File: config.mk
export PLATFORM = sky130hd
export DESIGN_NAME = parallel_port_pin_control
export DESIGN_NICKNAME = d
export VERILOG_FILES = /design/src/parallel_port_pkg.sv /design/src/parallel_port_pin_control.sv
export VERILOG_INCLUDE_DIRS = /design/src /design/src/src
export SDC_FILE = /design/constraint.sdc
export NUM_CORES = 1
export LEC_CHECK = 0
export ABC_AREA = 0
export BUFFER_PORTS_ARGS = -buffer_cell sky130_fd_sc_hd__buf_2
export CORE_ASPECT_RATIO = 1.25
export CORE_UTILIZATION = 47
export CTS_BUF_LIST = sky130_fd_sc_hd__clkbuf_8
export CTS_CLUSTER_DIAMETER = 50
export DETAILED_ROUTE_END_ITERATION = 12
export GPL_ROUTABILITY_DRIVEN = 0
export HOLD_SLACK_MARGIN = 0.15
export PLACE_DENSITY = 0.83
export SYNTH_ARGS = -nofsm -noshare
export SYNTH_HDL_FRONTEND = slang
export SYNTH_SLANG_ARGS = --single-unit
File: constraint.sdc
create_clock -name i_clk -period 4.54 [get_ports i_clk]
set_input_delay 0.908 -clock i_clk [delete_from_list [all_inputs] [get_ports i_clk]]
set_output_delay 0.908 -clock i_clk [all_outputs]
set_load 0.02 [all_outputs]
File: src/parallel_port_cfg.svh
// Constants of the parallel port pin block: lane masks, reset values.
// Assumes eight ports of eight lanes each, packed as one 64-bit vector
// with port index p at bits [8p+7:8p]; indices 0..7 stand for the port
// groups zero, one, two, four, seven, eight, nine and eleven.
//
// Behaviour
// Eight bidirectional ports, forty individually usable pins
// Output data latched, input read path unlatched
// Outside holds input stable or software resamples
// Pin sampled in read cycle, no strobe
// Written data reaches pins the next cycle
// Output mode drives output data latch value
// Input mode read returns present pin level
// Direction bit: zero input, one output
// Function bit one selects peripheral output source
// Drive type bit selects push-pull or open-drain
// Pull-up for input or open-drain pins
// Lowest two oscillator port pins never general
// Port zero doubles as oscillator pins
// Port one feeds reset, interrupts, stop release
// Port two shared with serial interfaces
// Port four shared with analog, key wakeup
// Port seven shared with timers, divider, interrupts
// Reset leaves every pin input, alternate off
`ifndef PARALLEL_PORT_CFG_SVH
`define PARALLEL_PORT_CFG_SVH

// Lanes that exist at all (40 of 64)
`define IMPL_MASK  64'hf00303ffffff0f0f
// Lanes usable as general port pins (lowest two oscillator pins removed)
`define GEN_MASK   64'hf00303ffffff0f0c
// Lanes that own a drive type bit
`define DRV_MASK   64'hf003000000ff0000
// Lanes whose alternate peripheral output can reach the pin
`define ALT_MASK   64'hf00303ffffff0000
// Lanes that the low-frequency oscillator takes over
`define SUB_OSC_MASK 64'h000000000000000c
// Reset value of every control register
`define CTRL_RST   64'h0000000000000000

`endif

File: src/parallel_port_pkg.sv
// Types shared by the parallel port pin block and its users.
// Assumes the core issues at most one register access of each kind a cycle.
package parallel_port_pkg;

  // Which per-port register an access addresses
  typedef enum logic [2:0] {
    SEL_DATA,
    SEL_LEVEL,
    SEL_DIR,
    SEL_ALT,
    SEL_DRV,
    SEL_PU
  } reg_sel_t;

  // Register write request from the core
  typedef struct packed {
    logic       en;
    logic [2:0] port;
    reg_sel_t   sel;
    logic [7:0] data;
  } reg_wr_t;

  // Register read request from the core
  typedef struct packed {
    logic       en;
    logic [2:0] port;
    reg_sel_t   sel;
  } reg_rd_t;

endpackage

File: src/parallel_port_pin_control.sv
// Pin control for eight parallel ports: latches, direction, drive, pull-up.
// Assumes the core's register requests and peripheral outputs run on i_clk;
// pin levels arrive asynchronously and are synchronised here.
`timescale 1ns/100ps
`include "parallel_port_cfg.svh"

module parallel_port_pin_control
  import parallel_port_pkg::*;
#(
  parameter int LANES = 64
) (
  // Clock and reset
  input  wire logic             i_clk,
  input  wire logic             i_sys_rst,
  // Core register access
  input  wire reg_wr_t          i_wr,
  input  wire reg_rd_t          i_rd,
  output logic [7:0]            o_rd_data,
  output logic                  o_rd_valid,
  // Oscillator ownership
  input  wire logic             i_sub_osc_en,
  // Shared peripherals
  input  wire logic [LANES-1:0] i_alt_out,
  output logic [LANES-1:0]      o_periph_in,
  // Pins
  input  wire logic [LANES-1:0] i_pin_in,
  output logic [LANES-1:0]      o_pin_out,
  output logic [LANES-1:0]      o_pin_oe,
  output logic [LANES-1:0]      o_pullup_en
);

  // Lane masks from the header; they are 64 bits, so LANES must stay 64
  localparam logic [LANES-1:0] IMPL   = `IMPL_MASK;
  localparam logic [LANES-1:0] GEN    = `GEN_MASK;
  localparam logic [LANES-1:0] DRVM   = `DRV_MASK;
  localparam logic [LANES-1:0] ALTM   = `ALT_MASK;
  localparam logic [LANES-1:0] SUBOSC = `SUB_OSC_MASK;
  localparam logic [LANES-1:0] RSTV   = `CTRL_RST;

  // Control registers, one bit per lane
  logic [LANES-1:0] port_output_data_reg_r;       // Output latches
  logic [LANES-1:0] direction_select_reg_r;       // 1 = output
  logic [LANES-1:0] alternate_output_enable_reg_r; // 1 = peripheral drives
  logic [LANES-1:0] drive_type_select_reg_r;      // 1 = open-drain
  logic [LANES-1:0] pullup_select_reg_r;          // 1 = pull-up on
  // Next values, synchroniser stages and per-lane helpers
  logic [LANES-1:0] data_nxt;                     // Next output latches
  logic [LANES-1:0] dir_nxt;                      // Next direction
  logic [LANES-1:0] alt_nxt;                      // Next function select
  logic [LANES-1:0] drv_nxt;                      // Next drive type
  logic [LANES-1:0] pu_nxt;                       // Next pull-up select
  logic [LANES-1:0] pin_meta_r;                   // First sync stage
  logic [LANES-1:0] pin_level_r;                  // Second sync stage
  logic [LANES-1:0] wr_lanes;                     // Lanes of the write
  logic [LANES-1:0] wr_value;                     // Write data, replicated
  logic [LANES-1:0] out_nxt;                      // Next pin value
  logic [LANES-1:0] oe_nxt;                       // Next pin enable
  logic [LANES-1:0] pull_nxt;                     // Next pull-up enable
  logic [LANES-1:0] pin_level_read_reg;           // Readable pin levels

  // Byte lane of a 64-bit vector for one port index
  function automatic logic [7:0] byte_of(input logic [LANES-1:0] v,
                                         input logic [2:0] p);
    byte_of = v[{p, 3'b000} +: 8];
  endfunction

  // Decode the write into a lane mask; absent lanes stay zero so they read 0
  always_comb begin
    wr_lanes = '0;
    if (i_wr.en) begin
      wr_lanes[{i_wr.port, 3'b000} +: 8] = 8'hff;
    end
    wr_lanes = wr_lanes & IMPL;
    wr_value = {8{i_wr.data}};
  end

  // Next register values; a level write is ignored, the path has no latch
  always_comb begin
    data_nxt = port_output_data_reg_r;
    dir_nxt  = direction_select_reg_r;
    alt_nxt  = alternate_output_enable_reg_r;
    drv_nxt  = drive_type_select_reg_r;
    pu_nxt   = pullup_select_reg_r;
    case (i_wr.sel)
      SEL_DATA: begin
        data_nxt = (data_nxt & ~wr_lanes) | (wr_value & wr_lanes);
      end
      SEL_DIR: begin
        dir_nxt = (dir_nxt & ~wr_lanes) | (wr_value & wr_lanes);
      end
      SEL_ALT: begin
        alt_nxt = (alt_nxt & ~wr_lanes) | (wr_value & wr_lanes & ALTM);
      end
      SEL_DRV: begin
        drv_nxt = (drv_nxt & ~wr_lanes) | (wr_value & wr_lanes & DRVM);
      end
      SEL_PU: begin
        pu_nxt = (pu_nxt & ~wr_lanes) | (wr_value & wr_lanes);
      end
      default: begin
        // Level register and unused codes change nothing
      end
    endcase
  end

  // Control registers; reset makes every pin an input
  always_ff @(posedge i_clk) begin
    if (i_sys_rst) begin
      port_output_data_reg_r        <= RSTV;
      direction_select_reg_r        <= RSTV;
      alternate_output_enable_reg_r <= RSTV;
      drive_type_select_reg_r       <= RSTV;
      pullup_select_reg_r           <= RSTV;
    end else begin
      port_output_data_reg_r        <= data_nxt;
      direction_select_reg_r        <= dir_nxt;
      alternate_output_enable_reg_r <= alt_nxt;
      drive_type_select_reg_r       <= drv_nxt;
      pullup_select_reg_r           <= pu_nxt;
    end
  end

  // Two-stage pin synchroniser; it does not filter chattering, so the
  // outside must hold data or software must resample
  always_ff @(posedge i_clk) begin
    if (i_sys_rst) begin
      pin_meta_r  <= '0;
      pin_level_r <= '0;
    end else begin
      pin_meta_r  <= i_pin_in;
      pin_level_r <= pin_meta_r;
    end
  end

  // Peripherals see every pin level: reset, interrupts, stop release,
  // serial, analog wakeup and timer inputs
  assign o_periph_in = pin_level_r;

  // Per-lane pin driver; computed from next values so a write lands on
  // the pin one edge after the write cycle
  for (genvar i = 0; i < LANES; i++) begin : g_lane
    logic usable; // Lane free for general use
    logic src;    // Value presented to the pad
    logic drive;  // Lane in output mode
    logic od;     // Open-drain selected
    // Reserved oscillator lanes never drive, sub oscillator lanes only while it is off
    assign usable = GEN[i] & ~(SUBOSC[i] & i_sub_osc_en);
    // Peripheral or latch as source
    assign src    = (alt_nxt[i] & ALTM[i]) ? i_alt_out[i] : data_nxt[i];
    assign drive  = usable & dir_nxt[i];
    assign od     = drv_nxt[i] & DRVM[i];
    // Open-drain only pulls low
    assign out_nxt[i]  = src;
    assign oe_nxt[i]   = drive & (~od | ~src);
    // Pull-up only for inputs and open-drain outputs
    assign pull_nxt[i] = usable & pu_nxt[i] & (~drive | od);
    // Readable level; reserved lanes read zero
    assign pin_level_read_reg[i] = pin_level_r[i] & GEN[i];
  end

  // Pad registers; all released during reset
  always_ff @(posedge i_clk) begin
    if (i_sys_rst) begin
      o_pin_out   <= '0;
      o_pin_oe    <= '0;
      o_pullup_en <= '0;
    end else begin
      o_pin_out   <= out_nxt;
      o_pin_oe    <= oe_nxt;
      o_pullup_en <= pull_nxt;
    end
  end

  // Read port; the level is taken in the read cycle itself, no strobe
  // leaves the block
  always_ff @(posedge i_clk) begin
    if (i_sys_rst) begin
      o_rd_data  <= 8'h00;
      o_rd_valid <= 1'b0;
    end else begin
      o_rd_valid <= i_rd.en;
      if (i_rd.en) begin
        case (i_rd.sel)
          SEL_DATA:  o_rd_data <= byte_of(port_output_data_reg_r, i_rd.port);
          SEL_LEVEL: o_rd_data <= byte_of(pin_level_read_reg, i_rd.port);
          SEL_DIR:   o_rd_data <= byte_of(direction_select_reg_r, i_rd.port);
          SEL_ALT: begin
            o_rd_data <= byte_of(alternate_output_enable_reg_r, i_rd.port);
          end
          SEL_DRV:   o_rd_data <= byte_of(drive_type_select_reg_r, i_rd.port);
          SEL_PU:    o_rd_data <= byte_of(pullup_select_reg_r, i_rd.port);
          default:   o_rd_data <= 8'h00;
        endcase
      end
    end
  end

  // Pins are released right after reset
  chk_reset_all_inputs: assert property (@(posedge i_clk)
    $fell(i_sys_rst) |-> (o_pin_oe == '0) && (o_pullup_en == '0))
    else $error("pin driven or pulled right after reset");

  // Reserved oscillator lanes never drive
  chk_osc_lanes_idle: assert property (@(posedge i_clk)
    disable iff (i_sys_rst) o_pin_oe[1:0] == 2'b00)
    else $error("reserved oscillator lane driven");

  // Sub oscillator owns its two lanes
  chk_sub_osc_owns: assert property (@(posedge i_clk)
    disable iff (i_sys_rst) $past(i_sub_osc_en) |-> o_pin_oe[3:2] == 2'b00)
    else $error("sub oscillator lane driven");

  // Data written reaches the pins on the next edge
  chk_write_to_pin: assert property (@(posedge i_clk)
    disable iff (i_sys_rst)
    (i_wr.en && i_wr.sel == SEL_DATA && i_wr.port == 3'h3 &&
     alternate_output_enable_reg_r[31:24] == 8'h00)
    |=> o_pin_out[31:24] == $past(i_wr.data))
    else $error("written data missing on pins");

  // Enable needs output mode
  chk_dir_gates_oe: assert property (@(posedge i_clk)
    disable iff (i_sys_rst) (o_pin_oe & ~direction_select_reg_r) == '0)
    else $error("pin driven in input mode");

  // Level read returns synchronised pin level
  chk_level_read: assert property (@(posedge i_clk)
    disable iff (i_sys_rst)
    (i_rd.en && i_rd.sel == SEL_LEVEL && i_rd.port == 3'h2)
    |=> o_rd_valid && o_rd_data == $past(pin_level_r[23:16]))
    else $error("level read wrong");

  // Open-drain never drives high, on any lane
  chk_open_drain: assert property (@(posedge i_clk)
    disable iff (i_sys_rst)
    (o_pin_oe & drive_type_select_reg_r & o_pin_out) == '0)
    else $error("open-drain lane driven high");

  // Pull-up only in input or open-drain use
  chk_pullup_use: assert property (@(posedge i_clk)
    disable iff (i_sys_rst) o_pullup_en[16] |-> pullup_select_reg_r[16] &&
    (!direction_select_reg_r[16] || drive_type_select_reg_r[16]))
    else $error("pull-up on push-pull output");

  // Peripheral output follows through one register
  chk_alt_source: assert property (@(posedge i_clk)
    disable iff (i_sys_rst)
    (alternate_output_enable_reg_r[32] && direction_select_reg_r[32])
    |-> o_pin_out[32] == $past(i_alt_out[32]) && o_pin_oe[32])
    else $error("peripheral output not on pin");

  // Alternate enables exist only on lanes with a peripheral source
  chk_alt_mask_reg: assert property (@(posedge i_clk)
    disable iff (i_sys_rst)
    (alternate_output_enable_reg_r & ~ALTM) == '0)
    else $error("alternate enable on lane without source");

  // Drive type bits exist only on lanes that own one
  chk_drv_mask_reg: assert property (@(posedge i_clk)
    disable iff (i_sys_rst)
    (drive_type_select_reg_r & ~DRVM) == '0)
    else $error("drive type bit on lane without one");

  // Neither reserved nor absent lanes are ever driven or pulled up
  chk_oe_general_only: assert property (@(posedge i_clk)
    disable iff (i_sys_rst)
    ((o_pin_oe | o_pullup_en) & ~GEN) == '0)
    else $error("reserved or absent lane active");

  // A write to the level register leaves the data and direction latches alone
  chk_level_write_void: assert property (@(posedge i_clk)
    disable iff (i_sys_rst)
    (i_wr.en && i_wr.sel == SEL_LEVEL)
    |=> $stable(port_output_data_reg_r) && $stable(direction_select_reg_r))
    else $error("level write changed a latch");

  // Read answer comes exactly one cycle after the request
  chk_read_answer_timing: assert property (@(posedge i_clk)
    disable iff (i_sys_rst)
    !$past(i_sys_rst) |-> o_rd_valid == $past(i_rd.en))
    else $error("read valid not one cycle after request");

  // Read data holds between reads
  chk_read_data_hold: assert property (@(posedge i_clk)
    disable iff (i_sys_rst)
    (!$past(i_sys_rst) && !$past(i_rd.en)) |-> $stable(o_rd_data))
    else $error("read data changed without a read");

  // Peripherals and the level path see the pin two edges late
  chk_pin_sync_delay: assert property (@(posedge i_clk)
    disable iff (i_sys_rst)
    (!$past(i_sys_rst) && !$past(i_sys_rst, 2))
    |-> o_periph_in == $past(i_pin_in, 2))
    else $error("pin level not two edges late");

  // Push-pull output lane without peripheral shows its latch
  chk_latch_on_pin: assert property (@(posedge i_clk)
    disable iff (i_sys_rst)
    (direction_select_reg_r[24] && !alternate_output_enable_reg_r[24])
    |-> o_pin_oe[24] && o_pin_out[24] == port_output_data_reg_r[24])
    else $error("latch value missing on output lane");

endmodule // parallel_port_pin_control

Word-level counts from Yosys, hierarchy flattened. Index checks and enable logic that the tools add are counted.

Reduce and logical (&&, ||, !) cells: 2. Equal/unequal tests: 9. Mux-type cells: 39. Bitwise gates (word level): 164. Shifts and indexed selects: 8. Multiply operators: 0. Magnitude comparators: 0. Divide/modulo/power cells: 0. Add/sub/neg operators: 1.

Operators by type and width (number): $and A64 B64 Y64 (7); $mux W64 (6); $shiftx A64 B7 Y8 (6); $or A64 B64 Y64 (5); $not A1 Y1 (67); $not A64 Y64 (1); $shift A8 B8 Y64 const A (1); $shiftx A8 B8 Y64 const A (1); $and A1 B1 Y1 (56); $pmux W8 S6 (1); $mux W1 (32); $or A1 B1 Y1 (28); $eq A3 B2 Y1 const B (4); $eq A3 B3 Y1 const B (4); $neg A6 Y8 (1); $logic_not A3 Y1 (2); $eq A3 B1 Y1 const B (1).

Memory bits (read-only): 0. Bits in latches: 0. Logic and storage cells: 241. Bits of input ports: 153. Output and inout port bits: 265. Memories: 0. Flip-flop bits (word level): 649. Memory bits (writable): 0.

Logic depth before layout (Yosys ltp). Gate-level depths: netlist (run 1).

Depth after elaboration: 12. Gate-level depth with buffers: 12. Depth with buffers taken out: 9.

Worst setup path before layout (run 1). OpenSTA, ideal clock, no wires.

Path type: input port to flip-flop. Start: in i_wr[11] in the netlist's numbering. End: reg o_pin_out[31]. Data arrival time: 3213 ps. Buffers on the path: 2. Slack: 1210 ps. Library setup time: 117 ps. Stages: 11. Data required time: 4423 ps. Path through: clkbuf_1 -> inv_1 -> ha_1 -> ha_1 -> and3b_1 -> clkbuf_1 -> nand2_1 -> nor2_2 -> mux2i_1 -> nor2_1 -> o22a_1.

Cells in the longest elaborated chain, start to end: 9. Elaborated cells between the ends (all ways): 14. Those cells by class: 1 x add/sub; 2 x shift; 4 x mux; 7 x bitwise.

RTL lines: start, declared (line parallel_port_pin_control.sv:16) `input wire reg_wr_t i_wr,`; $neg A6 Y8 * (line parallel_port_pin_control.sv:71) `wr_lanes[{i_wr.port, 3'b000} +: 8] = 8'hff;`; $shiftx A8 B8 Y64 or $shift A8 B8 Y64 (tied branches) (line parallel_port_pin_control.sv:71); $and A64 B64 Y64 (no line) *; $mux W64 * (line parallel_port_pin_control.sv:70) `if (i_wr.en) begin`; $not A64 Y64 (line parallel_port_pin_control.sv:86, parallel_port_pin_control.sv:92); $and A64 B64 Y64 (on tied branches) (line parallel_port_pin_control.sv:86, parallel_port_pin_control.sv:92); $or A64 B64 Y64 (on tied branches) (line parallel_port_pin_control.sv:86, parallel_port_pin_control.sv:92); $mux W64 (line parallel_port_pin_control.sv:84) `case (i_wr.sel)`; $mux W1 * (line parallel_port_pin_control.sv:149) `assign src = (alt_nxt[i] & ALTM[i]) ? i_alt_out[i] : data_nxt[i];`; end signal, assigned (line parallel_port_pin_control.sv:168) `o_pin_out <= out_nxt;`; end, declared (line parallel_port_pin_control.sv:27) `output logic [LANES-1:0] o_pin_out,`.

Every way passes the cells marked *; elsewhere a longest branch is shown, timed or not. A chain may end at the register's enable or synchronous reset.

Worst setup path after layout (run 1).
Start: in i_wr[11] in the netlist's numbering. End: reg o_pin_oe[49].

Cells in the longest elaborated chain, start to end: 12. Elaborated cells between the ends (all ways): 24. Those cells by class: 1 x add/sub; 2 x shift; 6 x mux; 15 x bitwise.

RTL lines: $neg A6 Y8 * (line parallel_port_pin_control.sv:71); $shiftx A8 B8 Y64 or $shift A8 B8 Y64 (tied branches) (line parallel_port_pin_control.sv:71); $and A64 B64 Y64 (no line) *; $mux W64 * (line parallel_port_pin_control.sv:70); $not A64 Y64; $and A64 B64 Y64 (on tied branches) (line parallel_port_pin_control.sv:86, parallel_port_pin_control.sv:92); $or A64 B64 Y64 (on tied branches) (line parallel_port_pin_control.sv:86, parallel_port_pin_control.sv:92); $mux W64 (line parallel_port_pin_control.sv:84); $mux W1 (line parallel_port_pin_control.sv:149); $not A1 Y1 (line parallel_port_pin_control.sv:154) `assign oe_nxt[i] = drive & (~od | ~src);`; $or A1 B1 Y1 (line parallel_port_pin_control.sv:154); $and A1 B1 Y1 * (line parallel_port_pin_control.sv:154); end signal, assigned (line parallel_port_pin_control.sv:169) `o_pin_oe <= oe_nxt;`; end, declared (line parallel_port_pin_control.sv:28) `output logic [LANES-1:0] o_pin_oe,`.

Marked as above.

==> impl_metrics.toml, run 1 <==
[synth]
synthSimpleGateAreaFrac_pct = 17.7
synth_xor_area_share_pct = 0
syn_area_mm2 = 0.0169
synth-warning-count = 0
synthCells = 1797
ys_async_sr_fraction_pct = 0
synth_top_family_by_area = "simple AND/OR/NAND/NOR gates"
synthAdderAreaFrac_pct = 0.148
synth-compound-area-share_pct = 14.2
synth_flop_cell = "dfxtp_1"
synth_edf_count = 0
yosysUniqueCellTypes = 71
ys_seq_elements = 423
synth_mux_area_share_pct = 9.74
syn_area_per_cell_um2 = 9.42
synth-seq-area-share_pct = 50.0

[min_path]
hold_path_class = "flop to flop"

[timing]
finalHoldViolations = 0
setup_violations = 0
slew-limit-headroom_pct = 37.3
fin_crit_sh_pct = 74.3
maxSlewViolCount = 0
clock_skew_ns = 0.0334
fmax_mhz = 297
tightest_slew_ns = 0.917
totalNegativeSetupSlack_ns = 0
rsz0062_at_grt = "no"
fin_crit_ns = 3.37

[drt]
routed_wirelength_um = 51200
vias = 14300
drc = 0
via_per_inst = 5.54
dr.pass1.iters = 9
wl_per_cell_um = 19.8
ant_nets = 0
drt_iter0_drc = 1524

[clocking]
clock_path_buffers = 3
htree_num_levels = 3
postCtsSetupBuffers = 0
clock-sinks = 423
cts_tree = "built"
holdBufCountCts = 0
ctsResizeCount = 0
clkTransAtPathRegs_ns = 0.06
clk_latency_ns = 0.62
cts_root_buffer = "clkbuf_8"
cts-buffers-inserted = 67

[grt]
antenna_found_initial = 9
grt_max_degree = 185
grt_first_pass_wirelength_um = 76000
track_usage_pct = 27.0
grt_overflow = 0
grt_pass1_vias = 13500

[pwr]
power_frac_clock_pct = 43.6
swShare_pct = 25.1
power_switching_mw = 1.96
p_leak_nw = 8.53
power_mw = 7.81
p_seq_share_pct = 48.8
power_per_cell_area_mw_per_mm2 = 395
combPwrFrac_pct = 7.6
p_int_mw = 5.85
ir_worst_vdd_mv = 0.242

[outcome]
status = "finished, final reports clean"

[critical_path]
worstPathArrival_ns = 3.87
cp.required_ns = 5.04
cp-start-kind = "primary input"
path_class = "primary input to flop"
cp-end-kind = "flop"
crit_path_max_fanout = 17

[place]
port_buffers = 309
hpwl_um = 36200

[cells_and_area]
drive_gt1_share_pct = 22.4
area_growth_syn_to_layout_pct = 16.7
final_common_cell = "dfxtp_1"
final_cell_mix = "423 x dfxtp_1, 308 x buf_2, 178 x nor2_1, 149 x mux2i_1, 143 x nor2b_1"
final_net_count = 2207

[floorplanning]
boundaryPins = 418
die_w_um = 172
num_rows = 77
core_area_mm2 = 0.0355
dieArea_mm2 = 0.0368
fp.dieH_um = 214
initial_core_util_pct = 47.7

[job]
max_cap_violations = 0
flip-flops by register name, indices dropped and copies added, names as in the netlist, named ones only:
name and cells:
alternate_output_enable_reg_r 40, direction_select_reg_r 38, drive_type_select_reg_r 40, o_periph_in 64
o_pin_oe 16, o_pin_out 32, o_pullup_en 38, o_rd_data 8
o_rd_valid 1, pin_meta_r 64, port_output_data_reg_r 32, pullup_select_reg_r 38
Yosys cell counts, drive strengths merged (5+ instances only):
library cell  number  area share [%]
nand2b             8            0.30
o22a              13            0.67
a31oi              5            0.18
a211oi            24             1.1
nand3b             9            0.40
mux2              10            0.67
mux2i            149             8.8
nand4              7            0.26
nor2             187             4.3
nand3             30            0.89
buf              139             5.6
nor2b            144             5.3
o2bb2ai            5            0.26
o21ai             70             2.1
nand2            117             2.6
a22o               5            0.26
nor4               5            0.22
o221ai             8            0.41
dfxtp            423              50
o211ai            14            0.62
a21oi            101             3.0
inv               30            0.67
o21a              29             1.3
a2111oi            5            0.37
a22oi              9            0.40
and2              60             2.2
o22ai             16            0.59
a221oi            16            0.83
nor3               5            0.18
o32ai              6            0.31
clkbuf            87             1.9
worst max-delay path, stage by stage:
cell	delay, ns
buf_2	0.17
inv_1	0.09
ha_1	0.21
ha_1	0.33
nor3b_1	0.63
nand3_1	0.61
nor2_1	0.51
mux2i_1	0.16
o21a_1	0.24
kinds of logic (layout without fill, tap and decap cells):
family / count (synthesis) / count (layout)
AOI/OAI and AO/OA: 361 / 361
adders and majority gates: 2 / 2
buffers and inverters: 256 / 486
DFF: 423 / 423
muxes: 161 / 161
other: 1 / 82
and+or+nand+nor: 593 / 593
power by group through the flow:
| stage | registers, mW | clock network [mW] | logic, mW |
|---|---|---|---|
| after floorplan | 3.91 | 0 | 0.392 |
| after detailed placement | 3.89 | 0 | 0.576 |
| after global routing | 3.81 | 3.62 | 0.626 |
| final | 3.81 | 3.41 | 0.594 |
| after global placement | 3.89 | 0 | 0.566 |
| after CTS | 3.81 | 3.45 | 0.579 |
per-stage QoR:
stage | hold WS, ns | cell area [um^2] | instances | util (%) | setup slack [ns]
global placement | 0.416 | 18300 | 2457 | 51.7 | 0.928
floorplan | 0.414 | 17200 | 1872 | - | 1.21
global route | 0.451 | 19800 | 2580 | 55.7 | 1.15
detailed placement | 0.425 | 18300 | 2457 | 51.7 | 0.726
CTS | 0.435 | 19700 | 2576 | 55.7 | 1.36
finish | 0.424 | 19800 | 2582 | 55.7 | 1.17
final timing paths:
check	from	to	slack, ns	cells past startpoint
setup / recovery	i_wr[11]	o_pin_oe[49]	1.17	9
hold / removal	pin_meta_r[2]	o_periph_in[2]	0.42	1
setup reg to reg	o_periph_in[31]	o_rd_data[7]	2.63	4
hold reg to reg	pin_meta_r[2]	o_periph_in[2]	0.42	1
area by class of cell:
class	instances	area [um^2]
Tap cell	474	593
Antenna cell	6	15.0
Clock inverter	36	279
Sequential cell	423	8470
Multi-Input combinational cell	1193	7360
Timing Repair Buffer	337	1790
Inverter	30	113
Fill cell	3135	15700
Clock buffer	83	1140
metal layers:
metal	share of wire [%]	routed length, um	global-route usage (%)
met1	37	19000	32.2
met2	46	23300	42.8
met3	11	5380	7.07
met4	6.8	3480	17.5
met5	0.094	48	0
No activity file was read; power rests on OpenSTA's default activity.
==> run 2, diff against run 1 <==
Clock period 4.54 ns to 3.55 ns, I/O delays scaled along.
==> impl_metrics.toml, run 2 (same netlist as run 1, synthesis figures left out) <==
[drt]
wl_met1_um = 19800
vias = 14500
ant_nets = 0
dr.pass1.iters = 5
drc = 0
route.met3.wl_um = 5140
routed_wirelength_um = 52000
highest_layer = "met5"
via_per_inst = 5.55
drt_iter0_drc = 1488
wl_per_cell_um = 19.9
dr_wl_met2_um = 23700

[floorplanning]
boundaryPins = 418
num_rows = 77
die_w_um = 172
fp.dieH_um = 214
dieArea_mm2 = 0.0368
core_area_mm2 = 0.0355
initial_core_util_pct = 47.7

[pwr]
combPwrFrac_pct = 8.0
power_switching_mw = 2.54
p_seq_share_pct = 49.5
power_frac_clock_pct = 42.6
p_int_mw = 7.31
p_leak_nw = 8.66
ir_worst_vdd_mv = 0.330
swShare_pct = 25.8
power_per_cell_area_mw_per_mm2 = 495

[place]
hpwl_um = 36800
dp_cells = 2485
port_buffers = 309

[clocking]
htree_num_levels = 3
holdBufCountCts = 0
clk_latency_ns = 0.65
cts_root_buffer = "clkbuf_8"
clkTransAtPathRegs_ns = 0.07
ctsResizeCount = 0
cts_tree = "built"
postCtsSetupBuffers = 0
clock-sinks = 423
cts-buffers-inserted = 68
clock_path_buffers = 3

[cells_and_area]
final_net_count = 2236
final_common_cell = "dfxtp_1"
final_cells = 2607
area_growth_syn_to_layout_pct = 17.7
drive_gt1_share_pct = 23.3
final_cell_mix = "423 x dfxtp_1, 308 x buf_2, 178 x nor2_1, 149 x mux2i_1, 143 x nor2b_1"

[timing]
fin_crit_ns = 2.87
setup_violations = 0
fin_crit_sh_pct = 80.8
clock_skew_ns = 0.0466
hold_slack_ns = 0.287
maxSlewViolCount = 0
slew-limit-headroom_pct = 39.5
tightest_slew_ns = 0.903
fmax_mhz = 349
finalHoldViolations = 0
totalNegativeSetupSlack_ns = 0
rsz0062_at_grt = "no"

[outcome]
status = "finished, final reports clean"

[critical_path]
cp.required_ns = 4.07
path_class = "primary input to flop"
cp-start-kind = "primary input"
crit_path_max_fanout = 10
worstPathArrival_ns = 3.39
cp-end-kind = "flop"

[grt]
grt_first_pass_wirelength_um = 77700
antenna_found_initial = 4
track_usage_pct = 27.8
grt_overflow = 0
grt_max_degree = 133
grt_pass1_vias = 13800

[job]
max_cap_violations = 0

[min_path]
hold_path_class = "primary input to flop"
-- run 2: cell types whose count changed in the layout (fill, tap and decap cells not counted), moves of 2 or more --
cell,previous run,this run
bufinv_16,4,2
clkbuf_8,83,81
buf_4,26,53
inv_1,46,49
diode_2,6,3
-- run 2: worst paths after layout --
check / startpoint / endpoint / slack [ns] / depth (start not counted)
setup / recovery: i_wr[11] / o_pin_oe[49] / 0.68 / 10
hold / removal: i_pin_in[26] / pin_meta_r[26] / 0.29 / 2
setup reg to reg: direction_select_reg_r[17] / o_rd_data[1] / 1.60 / 6
hold reg to reg: pin_meta_r[30] / o_periph_in[30] / 0.43 / 1
-- run 2: routing by layer --
| layer | GRT usage (%) | up-vias |
|---|---|---|
| li1 | - | 6579 |
| met1 | 33.4 | 6756 |
| met2 | 43.6 | 907 |
| met3 | 6.87 | 210 |
| met4 | 18.7 | 4 |
| met5 | 0 | - |
-- run 2: metrics by stage --
step	util [%]	instance area, um^2	setup WS, ns	power, mW
2_1_floorplan	-	17200	0.418	5.51
3_3_place_gp	52.3	18500	0.230	5.71
3_5_place_dp	52.3	18500	0.105	5.73
4_1_cts	56.2	19900	0.774	9.89
5_1_grt	56.2	19900	0.623	10.2
6_report	56.2	19900	0.681	9.85
-- run 2: final cells by class --
cell class | count | area, um^2
Antenna cell | 3 | 7.51
Inverter | 30 | 113
Tap cell | 474 | 593
Timing Repair Buffer | 365 | 2010
Fill cell | 3121 | 15500
Sequential cell | 423 | 8470
Clock inverter | 38 | 253
Clock buffer | 81 | 1110
Multi-Input combinational cell | 1193 | 7360
-- run 2: critical path, cell delays in order --
cell       delay [ns]
buf_2            0.17
inv_1            0.10
ha_1             0.21
ha_1             0.33
or3b_2           0.50
a2111oi_0        0.67
o32ai_1          0.23
nand2b_1         0.13
o211ai_1         0.11
o21a_1           0.21
-- run 2: power groups by stage --
stage | clock, mW | sequential [mW] | combinational (mW)
2_1_floorplan | 0 | 5.01 | 0.502
3_3_place_gp | 0 | 4.97 | 0.741
3_5_place_dp | 0 | 4.98 | 0.756
4_1_cts | 4.26 | 4.87 | 0.759
5_1_grt | 4.49 | 4.88 | 0.823
6_report | 4.20 | 4.87 | 0.785
